===== config.mk =====
export PLATFORM = sky130hd
export DESIGN_NAME = eight_bit_pwm_waveform_unit
export DESIGN_NICKNAME = d
export VERILOG_FILES = /design/src/shared/pwm_pkg.sv /design/src/verilog/eight_bit_pwm_waveform_unit.sv /design/src/verilog/pwm_axi_slave.sv
export VERILOG_INCLUDE_DIRS = /design/src /design/src/shared
export SDC_FILE = /design/constraint.sdc
export NUM_CORES = 1
export LEC_CHECK = 0
export BUFFER_PORTS_ARGS = -buffer_cell sky130_fd_sc_hd__buf_2
export CORE_MARGIN = 2
export CORE_UTILIZATION = 50
export CTS_BUF_LIST = sky130_fd_sc_hd__clkbuf_4
export CTS_CLUSTER_DIAMETER = 120
export DETAILED_ROUTE_END_ITERATION = 8
export HOLD_SLACK_MARGIN = 0.08
export PLACE_DENSITY_LB_ADDON = 0.15
export SYNTH_ARGS = -nofsm -noshare
export SYNTH_HDL_FRONTEND = slang
export SYNTH_HIERARCHICAL = 1
export SYNTH_SLANG_ARGS = --single-unit
export TNS_END_PERCENT = 50

===== constraint.sdc =====
create_clock -name CLK -period 9.2 [get_ports CLK]
set_input_delay 1.84 -clock CLK [delete_from_list [all_inputs] [get_ports CLK]]
set_output_delay 1.84 -clock CLK [all_outputs]
set_load 0.05 [all_outputs]

===== src/shared/pwm_regs.svh =====
// Offsets, field codes, reset values and timing counts of the PWM waveform unit.
`ifndef PWM_REGS_SVH
`define PWM_REGS_SVH

`define AXI_AW            8
`define REG_CTRL_ADDR     8'h00
`define REG_CMPA_ADDR     8'h04
`define REG_CMPB_ADDR     8'h08
`define REG_COUNT_ADDR    8'h0C
`define REG_STATUS_ADDR   8'h10

`define CTRL_RESET        8'h00
`define CMP_RESET         8'h00
`define STATUS_OVF_BIT    0

`define MODE_PC_FIXED     3'h1
`define MODE_FAST_FIXED   3'h3
`define MODE_PC_CMPA      3'h5
`define MODE_FAST_CMPA    3'h7

`define SEL_OFF           2'h0
`define SEL_TOGGLE        2'h1
`define SEL_NONINV        2'h2
`define SEL_INV           2'h3

`define TOP_FIXED         8'hFF
`define BOTTOM            8'h00

`define FAST_PERIOD       10'h100
`define DUAL_PERIOD       10'h1FE

`define RESP_OKAY         2'h0
`define RESP_SLVERR       2'h2

`endif


===== src/shared/pwm_pkg.sv =====
// Types shared by the PWM waveform unit and its register bus slave.
package pwm_pkg;

    typedef struct packed {
        logic [1:0] sel_a;
        logic [1:0] sel_b;
        logic       rsvd;
        logic [2:0] mode;
    } ctrl_t;

    typedef struct packed {
        logic       en;
        logic [7:0] addr;
        logic [7:0] data;
    } reg_wr_t;

    typedef enum logic {
        DIR_UP   = 1'b0,
        DIR_DOWN = 1'b1
    } dir_t;

endpackage : pwm_pkg


===== src/verilog/eight_bit_pwm_waveform_unit.sv =====
// Single-slope and dual-slope PWM waveform unit for an eight-bit timer/counter.
// Behaviour
// (RULE1) Mode 3 or 7 runs the counter single-slope, bottom to top, then bottom.
// (RULE2) Single-slope top is 0xFF in mode 3, compare A in mode 7.
// (RULE3) Single-slope counter at top clears to zero on the next timer tick.
// (RULE4) Single-slope non-inverting: clear on compare match, set on wrap to bottom.
// (RULE5) Single-slope inverting: set on compare match, clear on wrap to bottom.
// (RULE6) Single-slope overflow flag sets each time the counter reaches top.
// (RULE7) Selection 1 toggles channel A on match only with mode msb set; B never.
// (RULE8) Single-slope toggle gives 50% duty, up to half the clock at compare zero.
// (RULE9) Compare A bottom gives a one-tick spike; MAX gives a constant level.
// (RULE10) Single-slope with top 0xFF repeats every 256 timer ticks.
// (RULE11) Compare double buffering is active in both PWM families.
// (RULE12) Mode 1 or 5 runs the counter dual-slope, up to top and back down.
// (RULE13) Dual-slope top is 0xFF in mode 1, compare A in mode 5.
// (RULE14) Dual-slope reverses at top and holds top for exactly one tick.
// (RULE15) Dual-slope non-inverting clears on up match, sets on down match; inverse.
// (RULE16) Dual-slope overflow flag sets each time the counter reaches bottom.
// (RULE17) Dual-slope with top 0xFF repeats every 510 timer ticks.
// (RULE18) Dual-slope compare bottom holds low, MAX holds high; inverted is opposite.
// (RULE19) Selection 0 disconnects the channel and leaves the pin to the port.
// (RULE20) Software sets the pin direction to output; the unit never drives it.
// (RULE21) Buffered compare values load into the active ones when the counter is at top.
//
// Chosen here: the AXI4-Lite register port and the register offsets.
`timescale 1ns/1ps
`default_nettype none
`include "pwm_regs.svh"

module eight_bit_pwm_waveform_unit
    import pwm_pkg::*;
(
    input  wire logic        CLK,
    input  wire logic        RST_N,
    input  wire logic        TIMER_TICK,
    input  wire logic [7:0]  S_AXI_AWADDR,
    input  wire logic        S_AXI_AWVALID,
    output logic             S_AXI_AWREADY,
    input  wire logic [31:0] S_AXI_WDATA,
    input  wire logic [3:0]  S_AXI_WSTRB,
    input  wire logic        S_AXI_WVALID,
    output logic             S_AXI_WREADY,
    output logic [1:0]       S_AXI_BRESP,
    output logic             S_AXI_BVALID,
    input  wire logic        S_AXI_BREADY,
    input  wire logic [7:0]  S_AXI_ARADDR,
    input  wire logic        S_AXI_ARVALID,
    output logic             S_AXI_ARREADY,
    output logic [31:0]      S_AXI_RDATA,
    output logic [1:0]       S_AXI_RRESP,
    output logic             S_AXI_RVALID,
    input  wire logic        S_AXI_RREADY,
    output logic             OUT_A,
    output logic             OUT_A_OVR,
    output logic             OUT_B,
    output logic             OUT_B_OVR,
    output logic             OVF_FLAG
);

    // ======================================================================
    // Reset release.
    logic rst_meta_q;
    logic rst_n;

    always_ff @(posedge CLK or negedge RST_N) begin
        if (!RST_N) begin
            rst_meta_q <= 1'b0;
            rst_n      <= 1'b0;
        end else begin
            rst_meta_q <= 1'b1;
            rst_n      <= rst_meta_q;
        end
    end

    // ======================================================================
    // Helper functions.
    function automatic logic is_fast(input logic [2:0] m);
        is_fast = (m == `MODE_FAST_FIXED) || (m == `MODE_FAST_CMPA);
    endfunction : is_fast

    function automatic logic is_dual(input logic [2:0] m);
        is_dual = (m == `MODE_PC_FIXED) || (m == `MODE_PC_CMPA);
    endfunction : is_dual

    function automatic logic drives(input logic [1:0] sel, input logic tog_ok);
        drives = (sel == `SEL_NONINV) || (sel == `SEL_INV) ||
                 ((sel == `SEL_TOGGLE) && tog_ok);
    endfunction : drives

    function automatic logic wave_next(
        input logic       pin,
        input logic [1:0] sel,
        input logic       tog_ok,
        input logic       fast,
        input logic       match,
        input logic       wrap,
        input logic       down
    );
        wave_next = pin;
        unique case (sel)
            `SEL_OFF: begin
                wave_next = pin;
            end
            `SEL_TOGGLE: begin
                if (tog_ok && match) begin
                    wave_next = ~pin;
                end
            end
            `SEL_NONINV: begin
                if (fast) begin
                    wave_next = wrap ? 1'b1 : (match ? 1'b0 : pin);
                end else if (match) begin
                    wave_next = down;
                end
            end
            `SEL_INV: begin
                if (fast) begin
                    wave_next = wrap ? 1'b0 : (match ? 1'b1 : pin);
                end else if (match) begin
                    wave_next = !down;
                end
            end
        endcase
    endfunction : wave_next

    // ======================================================================
    // Register bus.
    reg_wr_t     wr;
    logic [7:0]  rd_addr;
    logic [31:0] rd_word;

    pwm_axi_slave u_bus (
        .clk     (CLK),
        .rst_n   (rst_n),
        .awaddr  (S_AXI_AWADDR),
        .awvalid (S_AXI_AWVALID),
        .awready (S_AXI_AWREADY),
        .wdata   (S_AXI_WDATA),
        .wstrb   (S_AXI_WSTRB),
        .wvalid  (S_AXI_WVALID),
        .wready  (S_AXI_WREADY),
        .bresp   (S_AXI_BRESP),
        .bvalid  (S_AXI_BVALID),
        .bready  (S_AXI_BREADY),
        .araddr  (S_AXI_ARADDR),
        .arvalid (S_AXI_ARVALID),
        .arready (S_AXI_ARREADY),
        .rdata   (S_AXI_RDATA),
        .rresp   (S_AXI_RRESP),
        .rvalid  (S_AXI_RVALID),
        .rready  (S_AXI_RREADY),
        .wr      (wr),
        .rd_addr (rd_addr),
        .rd_word (rd_word)
    );

    // ======================================================================
    // Counter, compare and output state.
    ctrl_t      ctrl_q, ctrl_d;
    logic [7:0] cmpa_buf_q, cmpa_buf_d, cmpb_buf_q, cmpb_buf_d;
    logic [7:0] cmpa_act_q, cmpa_act_d, cmpb_act_q, cmpb_act_d;
    logic [7:0] cnt_q, cnt_d;
    dir_t       dir_q, dir_d;
    logic       ovf_q, ovf_d;
    logic       pin_a_q, pin_a_d, pin_b_q, pin_b_d;
    logic       ovr_a_q, ovr_a_d, ovr_b_q, ovr_b_d;

    logic       fast, dual, pwm, tick;
    logic [7:0] top;
    logic       at_top, at_bot, down_eff, ovf_evt, load_evt;
    logic       match_a, match_b, cnt_wr;

    always_comb begin
        fast     = is_fast(ctrl_q.mode); // RULE1
        dual     = is_dual(ctrl_q.mode); // RULE12
        pwm      = fast || dual;
        tick     = TIMER_TICK && pwm;
        top      = ctrl_q.mode[2] ? cmpa_act_q : `TOP_FIXED; // RULE2 RULE13
        at_top   = cnt_q >= top;
        at_bot   = cnt_q == `BOTTOM;
        down_eff = ((dir_q == DIR_DOWN) && !at_bot) || at_top;
        match_a  = cnt_q == cmpa_act_q;
        match_b  = cnt_q == cmpb_act_q;
        ovf_evt  = tick && ((fast && at_top) || // RULE6
                   (dual && at_bot && (dir_q == DIR_DOWN))); // RULE16
        load_evt = tick && at_top; // RULE21
        cnt_wr   = wr.en && (wr.addr == `REG_COUNT_ADDR);
    end

    always_comb begin
        ctrl_d     = ctrl_q;
        cmpa_buf_d = cmpa_buf_q;
        cmpb_buf_d = cmpb_buf_q;
        cmpa_act_d = cmpa_act_q;
        cmpb_act_d = cmpb_act_q;
        cnt_d      = cnt_q;
        dir_d      = dir_q;
        ovf_d      = ovf_q;
        pin_a_d    = pin_a_q;
        pin_b_d    = pin_b_q;
        if (tick) begin
            if (fast) begin
                cnt_d = at_top ? `BOTTOM : 8'(cnt_q + 8'h01); // RULE3 RULE10
                dir_d = DIR_UP;
            end else if (at_top) begin
                dir_d = DIR_DOWN; // RULE14
                cnt_d = at_bot ? `BOTTOM : 8'(cnt_q - 8'h01);
            end else if (at_bot) begin
                dir_d = DIR_UP; // RULE17
                cnt_d = 8'(cnt_q + 8'h01);
            end else if (dir_q == DIR_UP) begin
                cnt_d = 8'(cnt_q + 8'h01);
            end else begin
                cnt_d = 8'(cnt_q - 8'h01);
            end
            pin_a_d = wave_next(pin_a_q, ctrl_q.sel_a, ctrl_q.mode[2], fast,
                                match_a, at_top, down_eff); // RULE4 RULE5 RULE15
            pin_b_d = wave_next(pin_b_q, ctrl_q.sel_b, 1'b0, fast,
                                match_b, at_top, down_eff); // RULE7 RULE9 RULE18
        end
        if (load_evt) begin
            cmpa_act_d = cmpa_buf_q; // RULE11
            cmpb_act_d = cmpb_buf_q;
        end
        if (wr.en) begin
            unique case (wr.addr)
                `REG_CTRL_ADDR: begin
                    ctrl_d      = wr.data;
                    ctrl_d.rsvd = 1'b0;
                end
                `REG_CMPA_ADDR: begin
                    cmpa_buf_d = wr.data;
                end
                `REG_CMPB_ADDR: begin
                    cmpb_buf_d = wr.data;
                end
                `REG_COUNT_ADDR: begin
                    cnt_d = wr.data;
                end
                `REG_STATUS_ADDR: begin
                    if (wr.data[`STATUS_OVF_BIT]) begin
                        ovf_d = 1'b0;
                    end
                end
                default: begin
                    ctrl_d = ctrl_q;
                end
            endcase
        end
        if (!pwm) begin
            cmpa_act_d = cmpa_buf_d;
            cmpb_act_d = cmpb_buf_d;
        end
        if (ovf_evt) begin
            ovf_d = 1'b1;
        end
        ovr_a_d = drives(ctrl_d.sel_a, ctrl_d.mode[2]); // RULE7 RULE8 RULE19
        ovr_b_d = drives(ctrl_d.sel_b, 1'b0); // RULE19
    end

    always_ff @(posedge CLK or negedge rst_n) begin
        if (!rst_n) begin
            ctrl_q     <= `CTRL_RESET;
            cmpa_buf_q <= `CMP_RESET;
            cmpb_buf_q <= `CMP_RESET;
            cmpa_act_q <= `CMP_RESET;
            cmpb_act_q <= `CMP_RESET;
            cnt_q      <= `BOTTOM;
            dir_q      <= DIR_UP;
            ovf_q      <= 1'b0;
            pin_a_q    <= 1'b0;
            pin_b_q    <= 1'b0;
            ovr_a_q    <= 1'b0;
            ovr_b_q    <= 1'b0;
        end else begin
            ctrl_q     <= ctrl_d;
            cmpa_buf_q <= cmpa_buf_d;
            cmpb_buf_q <= cmpb_buf_d;
            cmpa_act_q <= cmpa_act_d;
            cmpb_act_q <= cmpb_act_d;
            cnt_q      <= cnt_d;
            dir_q      <= dir_d;
            ovf_q      <= ovf_d;
            pin_a_q    <= pin_a_d;
            pin_b_q    <= pin_b_d;
            ovr_a_q    <= ovr_a_d;
            ovr_b_q    <= ovr_b_d;
        end
    end

    always_comb begin
        rd_word = 32'h00000000;
        unique case (rd_addr)
            `REG_CTRL_ADDR:   rd_word[7:0] = ctrl_q;
            `REG_CMPA_ADDR:   rd_word[7:0] = cmpa_buf_q;
            `REG_CMPB_ADDR:   rd_word[7:0] = cmpb_buf_q;
            `REG_COUNT_ADDR:  rd_word[7:0] = cnt_q;
            `REG_STATUS_ADDR: rd_word[3:0] = {pin_b_q, pin_a_q, dir_q, ovf_q};
            default:          rd_word = 32'h00000000;
        endcase
    end

    assign OUT_A     = pin_a_q;
    assign OUT_A_OVR = ovr_a_q;
    assign OUT_B     = pin_b_q;
    assign OUT_B_OVR = ovr_b_q;
    assign OVF_FLAG  = ovf_q;

    // ======================================================================
    // Checks.
    logic [9:0] per_cnt_q, per_cnt_d;
    logic       per_ok_q, per_ok_d;

    always_comb begin
        per_cnt_d = per_cnt_q;
        per_ok_d  = per_ok_q;
        if (ovf_evt) begin
            per_cnt_d = 10'h000;
            per_ok_d  = 1'b1;
        end else if (tick) begin
            per_cnt_d = 10'(per_cnt_q + 10'h001);
        end
        if (wr.en) begin
            per_ok_d = 1'b0;
        end
    end

    always_ff @(posedge CLK or negedge rst_n) begin
        if (!rst_n) begin
            per_cnt_q <= 10'h000;
            per_ok_q  <= 1'b0;
        end else begin
            per_cnt_q <= per_cnt_d;
            per_ok_q  <= per_ok_d;
        end
    end
endmodule : eight_bit_pwm_waveform_unit
`default_nettype wire


===== src/verilog/pwm_axi_slave.sv =====
// AXI4-Lite slave that turns bus transfers into register writes and reads.
`timescale 1ns/1ps
`default_nettype none
`include "pwm_regs.svh"

module pwm_axi_slave
    import pwm_pkg::*;
(
    input  wire logic        clk,
    input  wire logic        rst_n,
    input  wire logic [7:0]  awaddr,
    input  wire logic        awvalid,
    output logic             awready,
    input  wire logic [31:0] wdata,
    input  wire logic [3:0]  wstrb,
    input  wire logic        wvalid,
    output logic             wready,
    output logic [1:0]       bresp,
    output logic             bvalid,
    input  wire logic        bready,
    input  wire logic [7:0]  araddr,
    input  wire logic        arvalid,
    output logic             arready,
    output logic [31:0]      rdata,
    output logic [1:0]       rresp,
    output logic             rvalid,
    input  wire logic        rready,
    output reg_wr_t          wr,
    output logic [7:0]       rd_addr,
    input  wire logic [31:0] rd_word
);

    function automatic logic addr_ok(input logic [7:0] a);
        addr_ok = (a[1:0] == 2'h0) && (a <= `REG_STATUS_ADDR);
    endfunction : addr_ok

    logic        aw_have_q, aw_have_d, w_have_q, w_have_d;
    logic [7:0]  aw_addr_q, aw_addr_d;
    logic [7:0]  w_data_q,  w_data_d;
    logic        w_strb_q,  w_strb_d;
    logic        awready_q, awready_d, wready_q, wready_d;
    logic        bvalid_q,  bvalid_d;
    logic [1:0]  bresp_q,   bresp_d, rresp_q, rresp_d;
    logic        arready_q, arready_d, rvalid_q, rvalid_d;
    logic [31:0] rdata_q,   rdata_d;

    assign rd_addr = araddr;

    always_comb begin
        aw_have_d = aw_have_q;
        aw_addr_d = aw_addr_q;
        w_have_d  = w_have_q;
        w_data_d  = w_data_q;
        w_strb_d  = w_strb_q;
        bvalid_d  = bvalid_q;
        bresp_d   = bresp_q;
        wr        = '0;
        if (awvalid && awready_q) begin
            aw_have_d = 1'b1;
            aw_addr_d = awaddr;
        end
        if (wvalid && wready_q) begin
            w_have_d = 1'b1;
            w_data_d = wdata[7:0];
            w_strb_d = wstrb[0];
        end
        if (bvalid_q && bready) begin
            bvalid_d = 1'b0;
        end
        if (aw_have_q && w_have_q && !bvalid_q) begin
            wr.en     = w_strb_q && addr_ok(aw_addr_q);
            wr.addr   = aw_addr_q;
            wr.data   = w_data_q;
            bvalid_d  = 1'b1;
            bresp_d   = addr_ok(aw_addr_q) ? `RESP_OKAY : `RESP_SLVERR;
            aw_have_d = 1'b0;
            w_have_d  = 1'b0;
        end
        awready_d = !aw_have_d && !bvalid_d;
        wready_d  = !w_have_d && !bvalid_d;
        arready_d = arready_q;
        rvalid_d  = rvalid_q;
        rdata_d   = rdata_q;
        rresp_d   = rresp_q;
        if (arvalid && arready_q) begin
            arready_d = 1'b0;
            rvalid_d  = 1'b1;
            rdata_d   = addr_ok(araddr) ? rd_word : 32'h00000000;
            rresp_d   = addr_ok(araddr) ? `RESP_OKAY : `RESP_SLVERR;
        end else if (rvalid_q && rready) begin
            rvalid_d  = 1'b0;
            arready_d = 1'b1;
        end
    end

    always_ff @(posedge clk or negedge rst_n) begin
        if (!rst_n) begin
            aw_have_q <= 1'b0;
            aw_addr_q <= 8'h00;
            w_have_q  <= 1'b0;
            w_data_q  <= 8'h00;
            w_strb_q  <= 1'b0;
            awready_q <= 1'b1;
            wready_q  <= 1'b1;
            bvalid_q  <= 1'b0;
            bresp_q   <= 2'h0;
            arready_q <= 1'b1;
            rvalid_q  <= 1'b0;
            rdata_q   <= 32'h00000000;
            rresp_q   <= 2'h0;
        end else begin
            aw_have_q <= aw_have_d;
            aw_addr_q <= aw_addr_d;
            w_have_q  <= w_have_d;
            w_data_q  <= w_data_d;
            w_strb_q  <= w_strb_d;
            awready_q <= awready_d;
            wready_q  <= wready_d;
            bvalid_q  <= bvalid_d;
            bresp_q   <= bresp_d;
            arready_q <= arready_d;
            rvalid_q  <= rvalid_d;
            rdata_q   <= rdata_d;
            rresp_q   <= rresp_d;
        end
    end

    assign awready = awready_q;
    assign wready  = wready_q;
    assign bvalid  = bvalid_q;
    assign bresp   = bresp_q;
    assign arready = arready_q;
    assign rvalid  = rvalid_q;
    assign rdata   = rdata_q;
    assign rresp   = rresp_q;

endmodule : pwm_axi_slave
`default_nettype wire

; ---- After elaboration in Yosys (flattened, before gate mapping)
; Index checks and enable logic that the tools add are counted.
[totals]
out_inout_bits = 46
register_bits = 115
[classes]
n_mux = 62
eq_ne = 34
n_reduce_logical = 52
addsub = 2
n_lt_le_gt_ge = 3
bitwise_logic = 2
[ops]
columns = op, n
row1 = $mux 8, 21
row2 = $mux 1, 34
row3 = $eq 8x4->1 const B, 4
row4 = $logic_not 8->1, 3
row5 = $ne 3x3->1 const B, 8
row6 = $logic_and 1x1->1, 21
row7 = $pmux 4 s5, 1
row8 = $mux 17, 1
row9 = $eq 2x2->1 const B, 8
row10 = $eq 8x3->1 const B, 2
row11 = $eq 8x5->1 const B, 2
row12 = $eq 8x8->1, 2
row13 = $le 8x5->1 const B, 2
row14 = $pmux 4 s4, 1
row15 = $reduce_bool 2->1, 5
row16 = $add 8x1->8 const B, 1
row17 = $ge 8x8->1, 1
row18 = $logic_or 1x1->1, 8
row19 = $sub 8x1->8 const B, 1
row20 = $reduce_and 7->1, 1
row21 = $eq 3x3->1 const B, 2
row22 = $logic_not 1->1, 6
row23 = $logic_not 2->1, 3
row24 = $reduce_and 6->1, 1
row25 = other kinds (12), 16

; ---- Depth between registers and ports, before layout
; Gate-level depths: netlist (run 1).
[logic_depth]
ltp_word = 10
depth_mapped = 12
mapped_depth_nobuf = 9

; ---- Hierarchy
; The synthesis (run 1) kept the hierarchy.
[modules_own_cells]
columns = module, seq_area_each_um2, cells_per_inst, area_per_inst_um2, n_inst
row1 = eight_bit_pwm_waveform_unit, 1351.3, 374, 3494.6, 1
row2 = pwm_axi_slave, 1455.1, 169, 2363.5, 1

; ---- Worst setup path before layout (run 1)
; OpenSTA, ideal clock, no wires.
[synth_path]
path_kind = input-to-reg
start = in S_AXI_ARADDR[2]
end = reg u_bus.rdata_q[3], in the netlist u_bus/rdata[3]
path_stages = 8
arrival_time_ps = 3247
path_buffers = 2
setup_slack_ps = 5832
path_cell_list = buf_4 clkbuf_1 mux2_2 a21oi_1 nor2_1 a31oi_1 nor2_1 a22o_2
[synth_via]
elab_chain_cells = 3
[synth_lines]
columns = item, line_no
row1 = "start, declared", eight_bit_pwm_waveform_unit.sv:46  ; input wire logic [7:0] S_AXI_ARADDR,
row2 = "$eq 8x5->1, or another cell as far along", eight_bit_pwm_waveform_unit.sv:293  ; unique case (rd_addr)
row3 = $pmux 4 s5 *, eight_bit_pwm_waveform_unit.sv:293
row4 = via rd_word[3], eight_bit_pwm_waveform_unit.sv:130  ; logic [31:0] rd_word;
row5 = $mux 8 *, pwm_axi_slave.sv:88  ; rdata_d = addr_ok(araddr) ? rd_word : 32'h00000000;
row6 = "end signal, assigned", pwm_axi_slave.sv:123  ; rdata_q <= rdata_d;
row7 = "end, declared", pwm_axi_slave.sv:45  ; logic [31:0] rdata_q, rdata_d;
; The timed path passes the listed nets; every way through them passes the cells marked *.
; A chain may end at the register's enable or synchronous reset.

; ---- Worst setup path after layout (run 1)
[layout_path]
start = in S_AXI_ARVALID
end = reg u_bus.rdata_q[6], in the netlist u_bus/rdata[6]
[layout_via]
elab_chain_cells = 1
[layout_lines]
columns = item, line_no
row1 = "start, declared", eight_bit_pwm_waveform_unit.sv:47  ; input wire logic S_AXI_ARVALID,
row2 = $logic_and 1x1->1, pwm_axi_slave.sv:85  ; if (arvalid && arready_q) begin
; No other way between the ends.

==> impl_metrics.json, run 1 <==
{
  "yosysWarnings": 6,
  "fin_nets": 684,
  "clk_latency_ns": 0.49,
  "setup_violations": 0,
  "max-vdd-ir-drop_v": 0.0001694,
  "synth_top_area_cell": "dfrtp_1",
  "worst_ep_required_time_ns": 9.64,
  "status": "complete, no violations",
  "synth_cells": 543,
  "h-tree-depth": 3,
  "path_clk_slew_ns": 0.18,
  "area_growth_pct": 9.504,
  "numCtsBuffers": 9,
  "start_util_pct": 51.30,
  "cp.arrival_ns": 4.01,
  "path_class": "input pin to register",
  "nFillCells": 1040,
  "die_x_um": 112.2,
  "syn_area_per_cell_um2": 10.79,
  "ys_seq_elements": 112,
  "cts-root-buf": "clkbuf_4",
  "tritoncts": "done",
  "pwr-share-seq_pct": 54.2,
  "synth_area_leaders": "dfrtp_1 (47%), mux2_2 (8.1%), a22o_2 (5.0%)",
  "hold_class": "register to asynchronous set/reset pin",
  "post-cts-setup-buffers": 0,
  "p_int_uw": 746.8,
  "yosysSeqAreaShare_pct": 47.91,
  "yosysMostFrequentCell": "dfrtp_1",
  "p_sw_uw": 414.2,
  "vias_per_cell": 5.738,
  "setup_tns_ns": 0,
  "drv_cap": 0,
  "critPathMaxFanout": 34,
  "antenna_found_initial": 0,
  "yosysUniqueCellTypes": 62,
  "grt_first_pass_wirelength_um": 22600,
  "combPwrFrac_pct": 26.2,
  "crit_path_start_kind": "input pin",
  "total_power_uw": 1161,
  "vias": 4372,
  "clock-sinks": 112,
  "gp_routability_congestion": 0.8909,
  "async_flop_share_pct": 100.0,
  "drc": 0,
  "p_clk_share_pct": 19.6,
  "swShare_pct": 35.67,
  "slew_violations": 0,
  "synth_edf_count": 0,
  "placement.io_buffers": 76,
  "multiInputGateArea_um2": 2889,
  "grt_pass1_vias": 4327,
  "antenna_cells": 0,
  "highest_layer": "met4",
  "worst_clock_skew_ns": 0.02131,
  "post_route_cells_drive_above_1_share_pct": 30.69,
  "p_per_area_nw_per_um2": 181.0,
  "hold_slack_ns": 0.3196,
  "drt_first_pass_iters": 4,
  "io_pins": 106,
  "synthFlopType": "dfrtp_1",
  "rows": 39,
  "rsz0062_at_grt": "no",
  "ant_nets": 0,
  "wl_met2_um": 6483,
  "hold_viol": 0,
  "dieArea_um2": 12600,
  "netlist_top_cells_count": "dfrtp_1 (109), nand2_1 (57), mux2_2 (42), nor2_1 (40), a22o_2 (29)",
  "fmax_ghz": 0.2797,
  "leakagePower_uw": 0.003098,
  "fin_crit_ns": 3.575,
  "worstMarginPinSlew_ns": 1.182,
  "grt_start_max_net_pins": 71,
  "grt_overflow": 0,
  "wl_met3_um": 644,
  "drt-initial-drc-count": 475,
  "routed_wl_um": 13610,
  "clockBufferDepth": 2,
  "cts_hold_buffers": 0,
  "die_h_um": 112.2,
  "timing.slew.headroom_pct": 21.03,
  "coreArea_um2": 11420,
  "fin_crit_sh_pct": 38.86,
  "synth.top_cell.area_share_pct": 46.56,
  "synth_area_um2": 5858,
  "avgRoutedWirePerCell_um": 17.85,
  "cts_resized": 0,
  "critPathCaptureType": "register",
  "dp_hpwl_um": 9751,
  "wl_met1_um": 6255,
  "track_usage_pct": 22.63,
  "seqCellArea_um2": 2810
}
## power by group through the flow
stage                     Combinational (µW)  Clock, µW  Sequential (µW)
after global routing                     336        255              641
after CTS                                305        236              630
final                                    304        227              629
after floorplan                          199          0              666
after detailed placement                 304          0              639
after global placement                   297          0              636
## cells in the final DEF (no fill, tap or decap), types with 9 or more instances in the layout
| cell | instances |
|---|---|
| xor2_1 | 18 |
| ha_1 | 10 |
| conb_1 | 27 |
| a21oi_1 | 19 |
| buf_2 | 76 |
| a31oi_1 | 18 |
| dfrtp_1 | 108 |
| nor3_1 | 9 |
| nand2_1 | 57 |
| a22o_2 | 29 |
| and2_1 | 19 |
| mux2_2 | 42 |
| clkbuf_4 | 10 |
| nor2b_1 | 12 |
| o21ai_0 | 13 |
| nor2_1 | 40 |
| nand3_1 | 13 |
## flip-flops by register name (all words and copies together), names as in the netlist, 5 cells and up, named ones only
register and cells:
u_bus/w_data_q 8, cnt_q 8, ctrl_q 5, cmpa_buf_q 8, cmpb_act_q 8, u_bus/rdata 32, u_bus/aw_addr_q 8, cmpb_buf_q 8
cmpa_act_q 8
## kinds of logic (layout without fill, tap and decap cells)
family / count (synthesis) / count (layout) / synth area share, %
buf+inv: 47 / 99 / 4.314
flops: 112 / 112 / 47.91
mux: 52 / 52 / 11.28
xor+xnor: 23 / 23 / 3.439
other cells: 3 / 27 / 0.1922
compound gates: 108 / 108 / 13.67
simple gates: 188 / 188 / 17.07
fa+ha+maj: 10 / 10 / 2.136
## per-layer routing
layer  track usage (%)  vias up
li1                  -     2061
met1             31.46     2180
met2             35.54      115
met3             5.778       16
met4             6.341        0
met5                 0        -
## path summary, 6_finish.rpt
kind	start	to	slack [ns]	cells past startpoint
setup / recovery	S_AXI_ARVALID	u_bus/rdata[6]	5.62	5
hold / removal	rst_n	ctrl_q[0]	0.32	0
setup reg to reg	u_bus/bvalid	cnt_q[5]	5.76	8
hold reg to reg	rst_n	ctrl_q[0]	0.32	0
max in group asynchronous	rst_n	ctrl_q[1]	7.58	1
min in group CLK	rst_meta_q	rst_n	0.39	0
## worst max-delay path, cell delays in order
cell     delay [ns]
buf_2          0.10
nand2_1        0.65
nor4b_4        0.85
buf_4          0.38
a22o_2         0.19
## area by class of cell
cell class	instances	area share, %
Clock buffer	10	1.170
Clock inverter	6	0.6827
Inverter	4	0.2341
Multi-Input combinational cell	408	45.04
Sequential cell	112	43.81
Tap cell	143	2.789
Timing Repair Buffer	79	6.280
## through the flow
stage,cell area [µm²],worst slack [ns],instances,utilization (%)
global placement,6296,5.184,746,55.14
global route,6415,5.431,762,56.18
detailed placement,6296,5.143,746,55.14
finish,6415,5.625,762,56.18
floorplan,5948,5.832,567,-
CTS,6415,5.690,762,56.18
(Power assumes the default switching activity.)
==> run 2: changes to the inputs <==
==> constraint.sdc (replaced) <==
create_clock -name CLK -period 3.39 [get_ports CLK]
set_input_delay 0.678 -clock CLK [delete_from_list [all_inputs] [get_ports CLK]]
set_output_delay 0.678 -clock CLK [all_outputs]
set_load 0.05 [all_outputs]
==> impl_metrics.json, run 2 (synthesized netlist as in run 1, its figures left out) <==
{
  "layout_commonest_cell": "dfrtp_1",
  "hold_viol": 0,
  "drv_cap": 0,
  "status": "complete, no violations",
  "antenna_found_initial": 0,
  "path_class": "register to register",
  "rows": 39,
  "avgRoutedWirePerCell_um": 17.72,
  "post-place-cells": 756,
  "slew_violations": 0,
  "routed_wl_um": 13700,
  "leakagePower_uw": 0.003156,
  "worst_ep_required_time_ns": 3.81,
  "clockBufferDepth": 2,
  "crit_path_start_kind": "register",
  "drt-initial-drc-count": 439,
  "clock-sinks": 112,
  "ant_nets": 0,
  "grt_pass1_vias": 4403,
  "placement.io_buffers": 76,
  "timing.slew.headroom_pct": 53.00,
  "io_pins": 106,
  "worst_clock_skew_ns": 0.01417,
  "rsz0062_at_grt": "no",
  "setup_violations": 0,
  "total_power_uw": 3250,
  "area_growth_pct": 11.28,
  "grt_start_max_net_pins": 53,
  "tritoncts": "done",
  "track_usage_pct": 22.78,
  "die_x_um": 112.2,
  "post_route_cells_drive_above_1_share_pct": 31.59,
  "fin_crit_ns": 2.872,
  "setup_tns_ns": 0,
  "fin_crit_sh_pct": 84.71,
  "vias_per_cell": 5.596,
  "critPathCaptureType": "register",
  "hold_class": "input pin to register",
  "h-tree-depth": 3,
  "gp_routability_congestion": 0.8636,
  "final_cell_mix": "dfrtp_1 (108), buf_2 (76), nand2_1 (57)",
  "die_h_um": 112.2,
  "grt_first_pass_wirelength_um": 22730,
  "worstMarginPinSlew_ns": 0.7050,
  "cts-root-buf": "clkbuf_4",
  "path_clk_slew_ns": 0.17,
  "drc": 0,
  "drt_first_pass_iters": 4,
  "dp_hpwl_um": 9997,
  "numCtsBuffers": 9,
  "max-vdd-ir-drop_v": 0.0004538,
  "nFillCells": 1016,
  "p_per_area_nw_per_um2": 498.5,
  "antenna_cells": 0,
  "start_util_pct": 51.30,
  "vias": 4326,
  "largest_register_ffs": 32,
  "coreArea_um2": 11420,
  "cp.arrival_ns": 3.29,
  "fmax_ghz": 0.3482,
  "grt_overflow": 0,
  "fin_nets": 695,
  "clk_latency_ns": 0.48,
  "fin_cells": 773,
  "dieArea_um2": 12600,
  "critPathMaxFanout": 10
}
-- run 2: cell count changes in the layout (fill, tap and decap cells not counted), sizes merged --
cell / delta
buf: +10
dlygate4sd3: +1
bufinv: +1
clkbuf: -1
-- run 2: cell type report --
cell class,count,area [µm²],area share [%]
Sequential cell,112,2810,43.11
Multi-Input combinational cell,408,2889,44.32
Tap cell,143,178.9,2.745
Inverter,4,15.01,0.2303
Timing Repair Buffer,90,488.0,7.486
Clock buffer,9,67.56,1.036
Clock inverter,7,70.07,1.075
-- run 2: metal layers --
layer	routed length [µm]	vias to the layer above	track usage (%)
met1	6248	2137	32.14
met4	176	0	6.992
met5	0	-	0
met2	6493	103	36.47
li1	-	2071	-
met3	780	15	3.834
-- run 2: timing repair --
action | 4_1_cts | 5_1_grt
hold endpoints to repair | 2 | 0
gates resized for setup | 0 | 0
buffers inserted | 0 | 0
endpoints found under the setup margin | 0 | 0
hold buffers | 1 | 0
-- run 2: through the flow --
| stage | area (µm²) | util [%] | setup slack (ns) | hold slack, ns |
|---|---|---|---|---|
| after detailed placement | 6371 | 55.80 | 0.5344 | 0.3480 |
| after global routing | 6519 | 57.09 | 0.2799 | 0.3429 |
| after global placement | 6371 | 55.80 | 0.6132 | 0.3439 |
| final | 6519 | 57.09 | 0.5183 | 0.3519 |
| after CTS | 6519 | 57.09 | 0.5115 | 0.3437 |
| after floorplan | 5948 | - | 0.04411 | 0.3312 |
-- run 2: worst paths after layout --
path                               start                 end  slack [ns]  depth (start not counted)
setup / recovery            u_bus/bvalid            cnt_q[3]        0.52                          9
hold / removal             S_AXI_ARVALID       u_bus/arready        0.35                          2
setup reg to reg            u_bus/bvalid            cnt_q[3]        0.52                          9
hold reg to reg                    rst_n  u_bus/aw_addr_q[4]        0.38                          0
max in group asynchronous          rst_n       u_bus/awready        1.99                          1
min in group asynchronous          rst_n  u_bus/aw_addr_q[4]        0.38                          0
-- run 2: power by group --
part	total, µW	internal [µW]	switching (µW)
sequential	1670	1530	141
clock	682	228	454
combinational	894	351	543
total	3250	2110	1140
-- run 2: critical path, cell delays in order, from the launching register on --
cell and delay [ns]:
dfrtp_1 0.41, and3b_1 0.36, and4b_1 0.25, and2_1 0.12, or4b_4 0.48, nor4_4 0.29, and3_1 0.51, or3_1 0.18
o21ai_0 0.07, a21oi_1 0.14
